--- config.mk ---
export PLATFORM = sky130hd
export DESIGN_NAME = asce_char_engine
export DESIGN_NICKNAME = d
export VERILOG_FILES = /design/src/design/asce_pkg.sv /design/src/design/asce_vote.sv /design/src/design/asce_char_engine.sv
export SDC_FILE = /design/constraint.sdc
export NUM_CORES = 1
export LEC_CHECK = 0
export ABC_AREA = 1
export BUFFER_PORTS_ARGS = -buffer_cell sky130_fd_sc_hd__buf_2
export CAP_MARGIN = 20
export CORE_MARGIN = 4
export CORE_UTILIZATION = 45
export CTS_CLUSTER_DIAMETER = 100
export DETAILED_ROUTE_END_ITERATION = 6
export HOLD_SLACK_MARGIN = 0.03
export MAX_ROUTING_LAYER = met4
export PLACE_DENSITY = 0.67
export SYNTH_ARGS = -nofsm -noshare
export SYNTH_HDL_FRONTEND = slang
export SYNTH_HIERARCHICAL = 1
export SYNTH_SLANG_ARGS = --single-unit
--- constraint.sdc ---
create_clock -name clock -period 1.4 [get_ports clock]
set_input_delay 0.14 -clock clock [delete_from_list [all_inputs] [get_ports clock]]
set_output_delay 0.14 -clock clock [all_outputs]
set_load 0.01 [all_outputs]
--- src/design/asce_pkg.sv ---
// Constants shared by the serial character engine
package asce_pkg;
   // Baud tick: receive samples at 16 ticks per bit
   localparam int unsigned OVERSAMPLE = 16;
   localparam logic [3:0] TICK_LAST = 4'hF;
   localparam logic [3:0] TICK_START_MID = 4'h7;
   localparam logic [3:0] TICK_DATA_MID = 4'h9;
   localparam logic [3:0] TICK_VOTE_A = 4'h7;
   localparam logic [3:0] TICK_VOTE_B = 4'h8;
   // Character lengths in data bits
   localparam logic [3:0] BITS_SHORT = 4'h8;
   localparam logic [3:0] BITS_LONG = 4'h9;
   localparam logic [7:0] DIV_RESET = 8'h01;
   localparam logic [8:0] DATA_RESET = 9'h000;
   typedef enum logic [2:0] {
      TX_IDLE = 3'b000,
      TX_PRE = 3'b001,
      TX_START = 3'b010,
      TX_DATA = 3'b011,
      TX_STOP = 3'b100,
      TX_BREAK = 3'b101,
      TX_MARK = 3'b110
   } asce_tx_state_t;
   typedef enum logic [1:0] {
      RX_HUNT = 2'b00,
      RX_START = 2'b01,
      RX_DATA = 2'b10,
      RX_STOP = 2'b11
   } asce_rx_state_t;
endpackage

--- src/design/asce_vote.sv ---
// Three-sample majority vote with noise detection
`timescale 1ns/10ps
module asce_vote (
   input wire logic [2:0] samples, // Three line samples
   output logic level, // Majority value
   output logic noisy // Samples disagree
);
   assign level = (samples[0] & samples[1]) | (samples[0] & samples[2]) | (samples[1] & samples[2]);
   assign noisy = ~((samples == 3'h0) | (samples == 3'h7));
endmodule // asce_vote

--- src/design/asce_char_engine.sv ---
// Full-duplex asynchronous serial character engine
`timescale 1ns/10ps
module asce_char_engine (
   input wire logic clock, // 25 MHz system clock
   input wire logic reset, // Synchronous, active high
   input wire logic [7:0] baudDivisor, // System clocks per tick, zero as one
   input wire logic serialUnitEnable, // Unit enable
   input wire logic txEnable, // Transmitter enable
   input wire logic rxEnable, // Receiver enable
   input wire logic charLengthSelect, // 1 selects nine bits
   input wire logic txNinthBit, // Ninth transmitted bit
   input wire logic sendBrk, // Send break characters
   input wire logic txInvert, // Invert transmit output
   input wire logic txEmptyIrqEnable, // Buffer empty interrupt enable
   input wire logic txDoneIrqEnable, // Done interrupt enable
   input wire logic rxFullIrqEnable, // Receive full interrupt enable
   input wire logic dataWrite, // Write pulse to data location
   input wire logic [7:0] dataWriteValue, // Byte written
   input wire logic dataRead, // Read pulse of data location
   input wire logic statusRead, // Read pulse of first status register
   input wire logic rxLine, // Receive pin level
   output logic txLine, // Transmit pin level
   output logic txLineOe, // Transmit pin driven
   output logic rxLineOwned, // Receive pin claimed
   output logic [7:0] serialDataBuffer, // Received byte
   output logic rxNinthBit, // Received ninth bit
   output logic txBufferEmptyFlag, // Buffer can accept data
   output logic txDoneFlag, // Transmitter fully idle
   output logic rxFullFlag, // Received byte ready
   output logic framingErrFlag, // Stop bit missing
   output logic brkSeenFlag, // Break received
   output logic noiseFlag, // Sample disagreement seen
   output logic overrunFlag, // Byte lost to full buffer
   output logic rxActiveFlag, // Reception in progress
   output logic txIrq, // Transmitter interrupt request
   output logic rxIrq // Receiver interrupt request
);
   // ------------------------------------------------------------
   // Baud tick
   // ------------------------------------------------------------
   logic [7:0] divCount_q;
   logic tick_q;
   always_ff @(posedge clock) begin
      if (reset || !serialUnitEnable) begin
         divCount_q <= asce_pkg::DIV_RESET;
         tick_q <= 1'b0;
      end else if (divCount_q >= baudDivisor) begin
         divCount_q <= asce_pkg::DIV_RESET;
         tick_q <= 1'b1;
      end else begin
         divCount_q <= divCount_q + 8'h01;
         tick_q <= 1'b0;
      end
   end
   // ------------------------------------------------------------
   // Transmitter
   // ------------------------------------------------------------
   // shared tick, independent engines
   asce_pkg::asce_tx_state_t txState_q;
   logic [3:0] txTick_q;
   logic [3:0] txBit_q;
   logic [8:0] txShift_q;
   logic [8:0] txBuf_q;
   logic txBufFull_q;
   logic txEnPrev_q;
   logic idleQueued_q;
   logic txOut;
   logic bitEnd;
   logic [3:0] charBits;
   logic txLoad;
   assign charBits = charLengthSelect ? asce_pkg::BITS_LONG : asce_pkg::BITS_SHORT;
   assign bitEnd = tick_q && (txTick_q == asce_pkg::TICK_LAST);
   // Buffer only moves when the next frame begins from stop, preamble end or mark
   assign txLoad = bitEnd && txBufFull_q && txEnable && !sendBrk && !idleQueued_q
      && ((txState_q == asce_pkg::TX_STOP) || (txState_q == asce_pkg::TX_PRE && txBit_q == 4'h1)
      || (txState_q == asce_pkg::TX_MARK));
   always_ff @(posedge clock) begin
      if (reset || !serialUnitEnable) begin
         txState_q <= asce_pkg::TX_IDLE;
         txTick_q <= 4'h0;
         txBit_q <= 4'h0;
         txShift_q <= asce_pkg::DATA_RESET;
      end else begin
         if (tick_q) begin
            txTick_q <= txTick_q + 4'h1;
         end
         // Shifter takes the buffer at load time, so a write during the start bit is safe
         if (txLoad) begin
            txShift_q <= txBuf_q;
         end
         case (txState_q)
            asce_pkg::TX_IDLE: begin
               if (txEnable && (txBufFull_q || sendBrk)) begin
                  txState_q <= asce_pkg::TX_PRE;
                  txBit_q <= charBits + 4'h2;
                  txTick_q <= 4'h0;
               end
            end
            asce_pkg::TX_PRE, asce_pkg::TX_MARK: begin
               if (bitEnd) begin
                  txBit_q <= txBit_q - 4'h1;
                  if (txBit_q == 4'h1 || txState_q == asce_pkg::TX_MARK) begin
                     if (sendBrk && txEnable) begin
                        txState_q <= asce_pkg::TX_BREAK;
                        txBit_q <= charBits + 4'h2;
                     end else if (txLoad) begin
                        txState_q <= asce_pkg::TX_START;
                     end else begin
                        // Preamble or mark spent and nothing loaded: idle, so done can set
                        txState_q <= asce_pkg::TX_IDLE;
                     end
                  end
               end
            end
            asce_pkg::TX_START: begin
               if (bitEnd) begin
                  txState_q <= asce_pkg::TX_DATA;
                  txBit_q <= charBits;
               end
            end
            asce_pkg::TX_DATA: begin
               if (bitEnd) begin
                  txShift_q <= {1'b0, txShift_q[8:1]};
                  txBit_q <= txBit_q - 4'h1;
                  if (txBit_q == 4'h1) begin
                     txState_q <= asce_pkg::TX_STOP;
                  end
               end
            end
            asce_pkg::TX_STOP: begin
               if (bitEnd) begin
                  if (idleQueued_q && txEnable) begin
                     txState_q <= asce_pkg::TX_PRE;
                     txBit_q <= charBits + 4'h2;
                  end else if (sendBrk && txEnable) begin
                     txState_q <= asce_pkg::TX_BREAK;
                     txBit_q <= charBits + 4'h2;
                  end else if (txLoad) begin
                     txState_q <= asce_pkg::TX_START;
                  end else begin
                     txState_q <= asce_pkg::TX_IDLE;
                  end
               end
            end
            asce_pkg::TX_BREAK: begin
               if (bitEnd) begin
                  txBit_q <= txBit_q - 4'h1;
                  if (txBit_q == 4'h1) begin
                     if (sendBrk && txEnable) begin
                        txBit_q <= charBits + 4'h2;
                     end else begin
                        txState_q <= asce_pkg::TX_MARK;
                     end
                  end
               end
            end
            default: begin
               txState_q <= asce_pkg::TX_IDLE;
            end
         endcase
      end
   end
   always_ff @(posedge clock) begin
      if (reset) begin
         txEnPrev_q <= 1'b0;
         idleQueued_q <= 1'b0;
      end else begin
         txEnPrev_q <= txEnable;
         if (txState_q == asce_pkg::TX_IDLE || (txState_q == asce_pkg::TX_STOP && bitEnd)) begin
            idleQueued_q <= 1'b0;
         end else if (txEnable && !txEnPrev_q && txState_q != asce_pkg::TX_PRE) begin
            idleQueued_q <= 1'b1;
         end
      end
   end
   always_ff @(posedge clock) begin
      if (reset || !serialUnitEnable) begin
         txBuf_q <= asce_pkg::DATA_RESET;
         txBufFull_q <= 1'b0;
      end else if (dataWrite) begin
         txBuf_q <= charLengthSelect ? {txNinthBit, dataWriteValue} : {1'b0, dataWriteValue};
         txBufFull_q <= 1'b1;
      end else if (txLoad) begin
         txBufFull_q <= 1'b0;
      end else if (txState_q == asce_pkg::TX_STOP && bitEnd && idleQueued_q && !txEnPrev_q) begin
         txBufFull_q <= 1'b0;
      end
   end
   always_comb begin
      case (txState_q)
         asce_pkg::TX_START: txOut = 1'b0;
         asce_pkg::TX_DATA: txOut = txShift_q[0];
         asce_pkg::TX_BREAK: txOut = 1'b0;
         default: txOut = 1'b1;
      endcase
   end
   always_ff @(posedge clock) begin
      if (reset) begin
         txLine <= 1'b1;
         txLineOe <= 1'b0;
         rxLineOwned <= 1'b0;
      end else begin
         txLine <= txOut ^ txInvert;
         // Keep driving until the character in progress has ended
         txLineOe <= serialUnitEnable && (txEnable || txState_q != asce_pkg::TX_IDLE);
         rxLineOwned <= serialUnitEnable && rxEnable;
      end
   end
   always_ff @(posedge clock) begin
      if (reset) begin
         txBufferEmptyFlag <= 1'b1;
         txDoneFlag <= 1'b1;
         txIrq <= 1'b0;
      end else begin
         txBufferEmptyFlag <= !txBufFull_q || txLoad;
         txDoneFlag <= !txBufFull_q && txState_q == asce_pkg::TX_IDLE;
         txIrq <= (txEmptyIrqEnable && txBufferEmptyFlag) || (txDoneIrqEnable && txDoneFlag);
      end
   end
   // ------------------------------------------------------------
   // Receiver
   // ------------------------------------------------------------
   asce_pkg::asce_rx_state_t rxState_q;
   logic [3:0] rxTick_q;
   logic [3:0] rxBit_q;
   logic [8:0] rxShift_q;
   logic [2:0] rxSamp_q;
   logic rxPrev_q;
   logic frameNoise_q;
   logic voteLevel;
   logic voteNoisy;
   logic rxDone;
   logic isBreak;
   asce_vote u_vote (
      .samples(rxSamp_q),
      .level(voteLevel),
      .noisy(voteNoisy)
   );
   assign rxDone = tick_q && rxState_q == asce_pkg::RX_STOP && rxTick_q == asce_pkg::TICK_DATA_MID;
   assign isBreak = (rxShift_q == asce_pkg::DATA_RESET) && !voteLevel;
   always_ff @(posedge clock) begin
      if (reset || !serialUnitEnable || !rxEnable) begin
         rxState_q <= asce_pkg::RX_HUNT;
         rxTick_q <= 4'h0;
         rxBit_q <= 4'h0;
         rxShift_q <= asce_pkg::DATA_RESET;
         rxSamp_q <= 3'h7;
         rxPrev_q <= 1'b1;
         frameNoise_q <= 1'b0;
      end else if (tick_q) begin
         rxTick_q <= rxTick_q + 4'h1;
         rxSamp_q <= {rxSamp_q[1:0], rxLine};
         case (rxState_q)
            asce_pkg::RX_HUNT: begin
               // Start edge resyncs the tick count
               // Three idle ones first, so a zero stop bit cannot retrigger
               if (!rxLine && rxSamp_q == 3'h7) begin
                  rxState_q <= asce_pkg::RX_START;
                  rxTick_q <= 4'h1;
                  frameNoise_q <= 1'b0;
               end
            end
            asce_pkg::RX_START: begin
               if (rxTick_q == asce_pkg::TICK_START_MID) begin
                  if (voteLevel) begin
                     rxState_q <= asce_pkg::RX_HUNT;
                  end else begin
                     frameNoise_q <= voteNoisy;
                  end
               end else if (rxTick_q == asce_pkg::TICK_LAST) begin
                  rxState_q <= asce_pkg::RX_DATA;
                  rxBit_q <= charBits;
                  rxPrev_q <= 1'b0;
               end
            end
            asce_pkg::RX_DATA: begin
               if (rxTick_q == asce_pkg::TICK_DATA_MID) begin
                  rxShift_q <= charLengthSelect ? {voteLevel, rxShift_q[8:1]} : {1'b0, voteLevel, rxShift_q[7:1]};
                  rxPrev_q <= voteLevel;
                  frameNoise_q <= frameNoise_q | voteNoisy;
                  // resync on valid one-to-zero data edge
                  if (rxPrev_q && !voteLevel) begin
                     rxTick_q <= asce_pkg::TICK_DATA_MID + 4'h1;
                  end
                  rxBit_q <= rxBit_q - 4'h1;
               end else if (rxTick_q == asce_pkg::TICK_LAST && rxBit_q == 4'h0) begin
                  rxState_q <= asce_pkg::RX_STOP;
               end
            end
            asce_pkg::RX_STOP: begin
               if (rxTick_q == asce_pkg::TICK_DATA_MID) begin
                  rxState_q <= asce_pkg::RX_HUNT;
               end
            end
            default: begin
               rxState_q <= asce_pkg::RX_HUNT;
            end
         endcase
      end
   end
   always_ff @(posedge clock) begin
      if (reset) begin
         serialDataBuffer <= 8'h00;
         rxNinthBit <= 1'b0;
         rxFullFlag <= 1'b0;
         framingErrFlag <= 1'b0;
         brkSeenFlag <= 1'b0;
         noiseFlag <= 1'b0;
         overrunFlag <= 1'b0;
      end else if (rxDone) begin
         // Set wins over a same-cycle clearing read
         serialDataBuffer <= isBreak ? 8'h00 : rxShift_q[7:0];
         // ninth bit or bit 7 copy
         rxNinthBit <= isBreak ? 1'b0 : (charLengthSelect ? rxShift_q[8] : rxShift_q[7]);
         rxFullFlag <= 1'b1;
         framingErrFlag <= !voteLevel;
         brkSeenFlag <= isBreak;
         noiseFlag <= frameNoise_q | voteNoisy;
         overrunFlag <= rxFullFlag && !dataRead;
      end else if (dataRead) begin
         rxFullFlag <= 1'b0;
         framingErrFlag <= framingErrFlag && !statusRead;
         noiseFlag <= 1'b0;
         overrunFlag <= 1'b0;
         brkSeenFlag <= 1'b0;
      end
   end
   always_ff @(posedge clock) begin
      if (reset) begin
         rxActiveFlag <= 1'b0;
         rxIrq <= 1'b0;
      end else begin
         rxActiveFlag <= rxState_q != asce_pkg::RX_HUNT;
         rxIrq <= rxFullIrqEnable && rxFullFlag;
      end
   end
   // ------------------------------------------------------------
   // Checks
   // ------------------------------------------------------------
   a_pins_released: assert property (@(posedge clock) disable iff (reset)
      !serialUnitEnable |=> !txLineOe && !rxLineOwned)
      else $error("pins not released");
   a_idle_line_one: assert property (@(posedge clock) disable iff (reset)
      txState_q == asce_pkg::TX_IDLE |=> txLine == !$past(txInvert))
      else $error("idle line not at mark");
   a_break_zeros: assert property (@(posedge clock) disable iff (reset)
      txState_q == asce_pkg::TX_BREAK |=> txLine == $past(txInvert))
      else $error("break level wrong");
   a_full_with_fe: assert property (@(posedge clock) disable iff (reset)
      rxDone && !voteLevel |=> rxFullFlag && framingErrFlag)
      else $error("framing error not with full");
   a_break_effects: assert property (@(posedge clock) disable iff (reset)
      rxDone && isBreak |=> brkSeenFlag && serialDataBuffer == 8'h00 && !rxNinthBit)
      else $error("break effects missing");
   a_empty_on_load: assert property (@(posedge clock) disable iff (reset)
      txLoad |=> txBufferEmptyFlag ##1 txState_q == asce_pkg::TX_START)
      else $error("empty not set on transfer");
   a_start_after_pre: assert property (@(posedge clock) disable iff (reset)
      $rose(txState_q == asce_pkg::TX_START) |-> $past(txState_q) != asce_pkg::TX_IDLE)
      else $error("frame without preamble");
   a_break_then_mark: assert property (@(posedge clock) disable iff (reset || !serialUnitEnable)
      txState_q == asce_pkg::TX_BREAK ##1 txState_q != asce_pkg::TX_BREAK |-> txState_q == asce_pkg::TX_MARK)
      else $error("no mark after break");
   a_done_idle: assert property (@(posedge clock) disable iff (reset)
      txDoneFlag |-> txBufferEmptyFlag)
      else $error("done while buffer full");
endmodule // asce_char_engine

# == After elaboration in Yosys (flattened, before gate mapping) ==
# Index checks and enable logic that the tools add are counted.
# totals
register_bits,87
latchBits,0
ram_bits,0
mem_bits_ro,0
elab_cells,232
n_memories,0
# classes
add_sub_neg,6
n_mul,0
div_mod_pow,0
magnitude_cmp,1
n_eq_ne,38
n_shift,0
muxes,75
bitwise,9
n_reduce_logical,71
# op_table
cell,count
2-to-1 mux 4 bit,20
2-to-1 mux 9 bit,5
2-to-1 mux 3 bit,12
!= test 2 bit (second input constant),18
logical AND 1 bit,29
case mux 4 bit (6 select lines),1
2-to-1 mux 1 bit,21
case mux 3 bit (6 select lines),1
2-to-1 mux 2 bit,8
case mux 4 bit (2 select lines),2
== test 3 bit (second input constant),4
== test 4 bit (second input constant),3
logical NOT 1 bit,10
logical OR 1 bit,10
AND reduction 10 bit,1
logical NOT 9 bit,1
!= test 3 bit (second input constant),3
nonzero test 3 bit,3
adder 4 x 1 -> 4 bit (second input constant),2
adder 8 x 1 -> 8 bit (second input constant),1
greater-or-equal comparator 8 bit,1
2-to-1 mux 8 bit,1
case mux 2 bit (4 select lines),1
AND reduction 8 bit,1
other kinds (26),41

# == Depth between registers and ports, before layout ==
# logic_depth
ltp_word,12
depth_mapped,12

# == Cells and area by module ==
# Netlist, hierarchy kept.
# modules_own_cells
module,n_inst,cells_each,area_each_um2
asce_char_engine,1,603,4251.6
asce_vote,1,7,28.8

# == Least setup slack after synthesis ==
# Ideal clock, no wire load.
# synth_path
kind,flip-flop to flip-flop
from,register rxState_q[0]
to,register rxShift_q[7]
setup_time_ns,0.119
arrival_time_ns,1.380
required_time_ns,1.281
setup_slack_ns,-0.099
path_stages_with_launch,8
path_buffers,0
synth_period_minus_slack_ns,1.499
cell_sequence,dfxtp_1 -> inv_1 -> ha_1 -> nand4_1 -> nor2_2 -> inv_2 -> o21ai_0 -> a21oi_1
# synth_between
elab_chain_len,2
# synth_rtl
element,line,source
"start, declared",asce_char_engine.sv:223,asce_pkg::asce_rx_state_t rxState_q;
"start signal, assigned",asce_char_engine.sv:243,rxState_q <= asce_pkg::RX_HUNT;
"start signal, assigned",asce_char_engine.sv:258,rxState_q <= asce_pkg::RX_START;
"start signal, assigned",asce_char_engine.sv:266,rxState_q <= asce_pkg::RX_HUNT;
== test 2 bit,asce_char_engine.sv:253,case (rxState_q)
AND reduction 3 bit (no source line),--,
"end signal, assigned",asce_char_engine.sv:246,rxShift_q <= asce_pkg::DATA_RESET;
"end signal, assigned",asce_char_engine.sv:278,"rxShift_q <= charLengthSelect ? {voteLevel, rxShift_q[8:1]} : {1'b0, voteLevel, rxShift_q[7:1]};"
"end, declared",asce_char_engine.sv:226,logic [8:0] rxShift_q;
# Every way passes these cells.
# A chain may end at the register's enable or synchronous reset.

# == Final worst setup path ==
# layout_path
from,register txBit_q[1]
to,register txShift_q[1]
# layout_between
elab_chain_len,8
# layout_rtl
element,line,source
"start, declared",asce_char_engine.sv:61,logic [3:0] txBit_q;
"start signal, assigned",asce_char_engine.sv:95,txBit_q <= charBits + 4'h2;
"start signal, assigned",asce_char_engine.sv:101,txBit_q <= txBit_q - 4'h1;
"start signal, assigned",asce_char_engine.sv:105,txBit_q <= charBits + 4'h2;
== test 4 x 1 -> 1 bit (*),asce_char_engine.sv:75,&& ((txState_q == asce_pkg::TX_STOP) || (txState_q == asce_pkg::TX_PRE && txBit_q == 4'h1)
logical AND 1 bit (*),asce_char_engine.sv:75,
logical OR 1 bit (*),asce_char_engine.sv:75,
logical OR 1 bit (*),asce_char_engine.sv:76,|| (txState_q == asce_pkg::TX_MARK));
logical AND 1 bit (*),asce_char_engine.sv:75,
2-to-1 mux 9 bit (*),asce_char_engine.sv:88,if (txLoad) begin
2-to-1 mux 9 bit,asce_char_engine.sv:122,if (bitEnd) begin
2-to-1 mux 9 bit (*),asce_char_engine.sv:91,case (txState_q)
"end signal, assigned",asce_char_engine.sv:82,txShift_q <= asce_pkg::DATA_RESET;
"end signal, assigned",asce_char_engine.sv:89,txShift_q <= txBuf_q;
"end signal, assigned",asce_char_engine.sv:123,"txShift_q <= {1'b0, txShift_q[8:1]};"
"end, declared",asce_char_engine.sv:62,logic [8:0] txShift_q;
# Every way passes the cells marked *; elsewhere a longest branch is shown, timed or not.

==> results.py <==
metrics = {
    "outcome": {
        "outcome": "complete, but fails checks",
        "violations": "negative setup slack",
    },
    "yosys": {
        "yosysUniqueCellTypes": 36,
        "syn_area_mm2": 0.00428,
        "ys.flop_type": "dfxtp_1",
        "synthTopCellsByArea": "dfxtp_1 (41%), nand2_1 (12%), nor2_1 (7.8%), a21oi_1 (6.3%), ha_1 (5.8%)",
        "synthTopCellsByCount": "nand2_1 (138), nor2_1 (89), dfxtp_1 (87)",
        "synth-seq-area-share_pct": 40.7,
        "synth_nets": 662,
        "yosys_warnings": 6,
        "netlist.area_leader.share_pct": 40.7,
        "yosysMostFrequentCell": "nand2_1",
        "avgSynthCellArea_um2": 7.02,
        "synth_cells": 610,
        "synth_top_area_cell": "dfxtp_1",
        "ys_ff_latch": 87,
        "synth_edf_count": 0,
        "async_flop_share_pct": 0,
    },
    "critical_path": {
        "r2r_start": "txBit_q[1]$_SDFFE_PP0P_",
        "crit_arrival_ps": 1850,
        "worstSetupStartpoint": "txBit_q[1]$_SDFFE_PP0P_",
        "cp-start-kind": "flop",
        "crit_type": "flop to flop",
        "crit_required_ps": 1690,
        "endpoint_kind": "flop",
        "critical_path.max_fanout": 7,
    },
    "route": {
        "wl_met2_um": 5830,
        "wl_met1_um": 5500,
        "antenna_left": 0,
        "remaining_drc_errors": 0,
        "drtIter0Drc": 232,
        "top_layer_used": "met4",
        "viasPerCell": 5.04,
        "route.met3.wl_um": 394,
        "first_pass_iters": 4,
        "wl_um": 11900,
        "wl_per_cell_um": 13.3,
        "via_count": 4501,
    },
    "power": {
        "p_leak_uw": 0.00284,
        "p_per_area_mw_per_mm2": 755,
        "power.total_uw": 4810,
        "max-vdd-ir-drop_uv": 559,
    },
    "cts": {
        "path_clk_slew_ps": 90,
        "cts_htree_levels": 3,
        "cts_tree": "built",
        "cts.sinks": 87,
        "cts_buffer_depth": 2,
        "clkLatencyLatePin_ps": 360,
        "numCtsBuffers": 9,
        "cts_root_buf": "clkbuf_8",
    },
    "die": {
        "ios": 54,
        "floorplan.initialDensity_pct": 46.3,
        "die_h_um": 106,
        "core-area_mm2": 0.00924,
        "die_x_um": 106,
        "row_count": 35,
        "die_area_mm2": 0.0111,
    },
    "finish": {
        "nNetsFinal": 811,
        "n_antenna_cell": 0,
        "drive_above_1_share_pct": 41.6,
        "syn_to_final_growth_pct": 48.8,
        "fin_cells": 893,
    },
    "timing": {
        "setup-violations-final": 47,
        "rsz0062_at_grt": "yes",
        "fin_ws_ps": -159,
        "period_share_pct": 111,
        "setup_tns_ps": -2910,
        "hold_viol_final": 0,
        "fmax_mhz": 641,
        "clock_skew_ps": 15.1,
        "worst_pin_slew_ps": 417,
        "hold_ws_ps": 42.3,
        "slew_viol_final": 0,
        "period_minus_slack_ps": 1560,
        "slew_headroom_pct": 72.1,
    },
    "place": {
        "gp_congestion": 0.913,
        "place_hpwl_um": 7850,
        "place_inst": 846,
        "port_buffers": 53,
        "place_ws_ps": -160,
    },
    "worst_hold_path": {
        "worstHoldPathType": "input pin to flop",
        "hp-start": "txDoneIrqEnable",
    },
    "grt": {
        "grt_pass1_wl_um": 18400,
        "antenna_found_initial": 0,
        "grt_max_degree": 19,
        "grt_pass1_vias": 4126,
        "overflow": 0,
        "grt_usage_pct": 20.4,
    },
    "job": {
        "cap_viol_max_count": 0,
    },
}
## sequential cells by signal (all words and copies together), names as in the netlist, 3 cells and up, named ones only
register	count
rxBit_q	4
rxShift_q	9
rxSamp_q	3
txBuf_q	9
serialDataBuffer	8
txState_q	3
txTick_q	4
rxTick_q	4
divCount_q	8
txShift_q	9
txBit_q	4
## cell usage in the layout (no fill, tap or decap), drive strengths merged, types with 2 or more instances in the layout
| cell type | n |
|---|---|
| a21oi | 54 |
| inv | 69 |
| clkbuf | 10 |
| xnor2 | 3 |
| nor3 | 3 |
| buf | 145 |
| o21a | 3 |
| nand4 | 13 |
| nor4 | 4 |
| nand2 | 143 |
| nor2 | 95 |
| xor2 | 6 |
| ha | 20 |
| o21ai | 56 |
| dfxtp | 87 |
| nand3 | 31 |
| clkinvlp | 3 |
| o211ai | 2 |
| dlygate4sd3 | 7 |
| clkinv | 2 |
## logic make-up after synthesis
kind of cell | Yosys count | share of synthesized area (%)
AO/OA/AOI/OAI | 119 | 14.5
adder cells (fa/ha/maj) | 20 | 5.85
buffers and inverters | 84 | 8.42
AND/OR/NAND/NOR | 291 | 28.7
flip-flops | 87 | 40.7
XOR/XNOR | 9 | 1.84
## layer usage
| layer | global-route usage, % | vias to the layer above |
|---|---|---|
| li1 | - | 2290 |
| met1 | 26.2 | 2106 |
| met2 | 33.2 | 90 |
| met3 | 3.31 | 15 |
| met4 | 6.01 | 0 |
| met5 | - | - |
## metrics by stage
step                utilization, %  cell area [um2]
floorplan                        -             4300
CTS                           62.6             5780
global placement              56.1             5180
global route                  68.9             6370
finish                        68.9             6370
detailed placement            56.1             5180
## power breakdown
group,total (uW),switching [uW],internal [uW]
Clock,1810,963,847
Combinational,476,276,200
Sequential,2520,22.6,2500
## area by class of cell
| class | count | area [um2] |
|---|---|---|
| Clock buffer | 9 | 124 |
| Clock inverter | 7 | 78.8 |
| Fill cell | 720 | 2870 |
| Inverter | 67 | 267 |
| Multi-Input combinational cell | 440 | 2790 |
| Sequential cell | 87 | 1770 |
| Tap cell | 129 | 161 |
| Timing Repair Buffer | 153 | 1160 |
| Timing Repair inverter | 1 | 7.51 |
## final timing paths
path                              to  slack, ps  depth (start not counted)
max          txShift_q[1]$_SDFF_PP0_       -160                         10
min                 txIrq$_SDFF_PP0_         40                          3
max reg2reg  txShift_q[1]$_SDFF_PP0_       -160                         10
min reg2reg   noiseFlag$_SDFFE_PP0P_        460                          2
## repair_timing
| action | CTS | global route |
|---|---|---|
| cloned | 1 | 2 |
| gates resized for setup | 82 | 132 |
| setup endpoints to repair | 60 | 61 |
| hold endpoints to repair | 7 | 0 |
| hold buffers | 7 | 0 |
| pin swaps | 46 | 58 |
| setup buffers | 8 | 14 |
## worst max-delay path, stage by stage (launching register included)
cell,delay (ps)
dfxtp_2,330
inv_1,70
ha_2,190
nand3_4,100
o21ai_2,210
nand2_2,110
buf_6,140
buf_6,130
nand2_2,60
o21ai_2,50
a21oi_1,120
No activity file was read; power rests on OpenSTA's default activity.
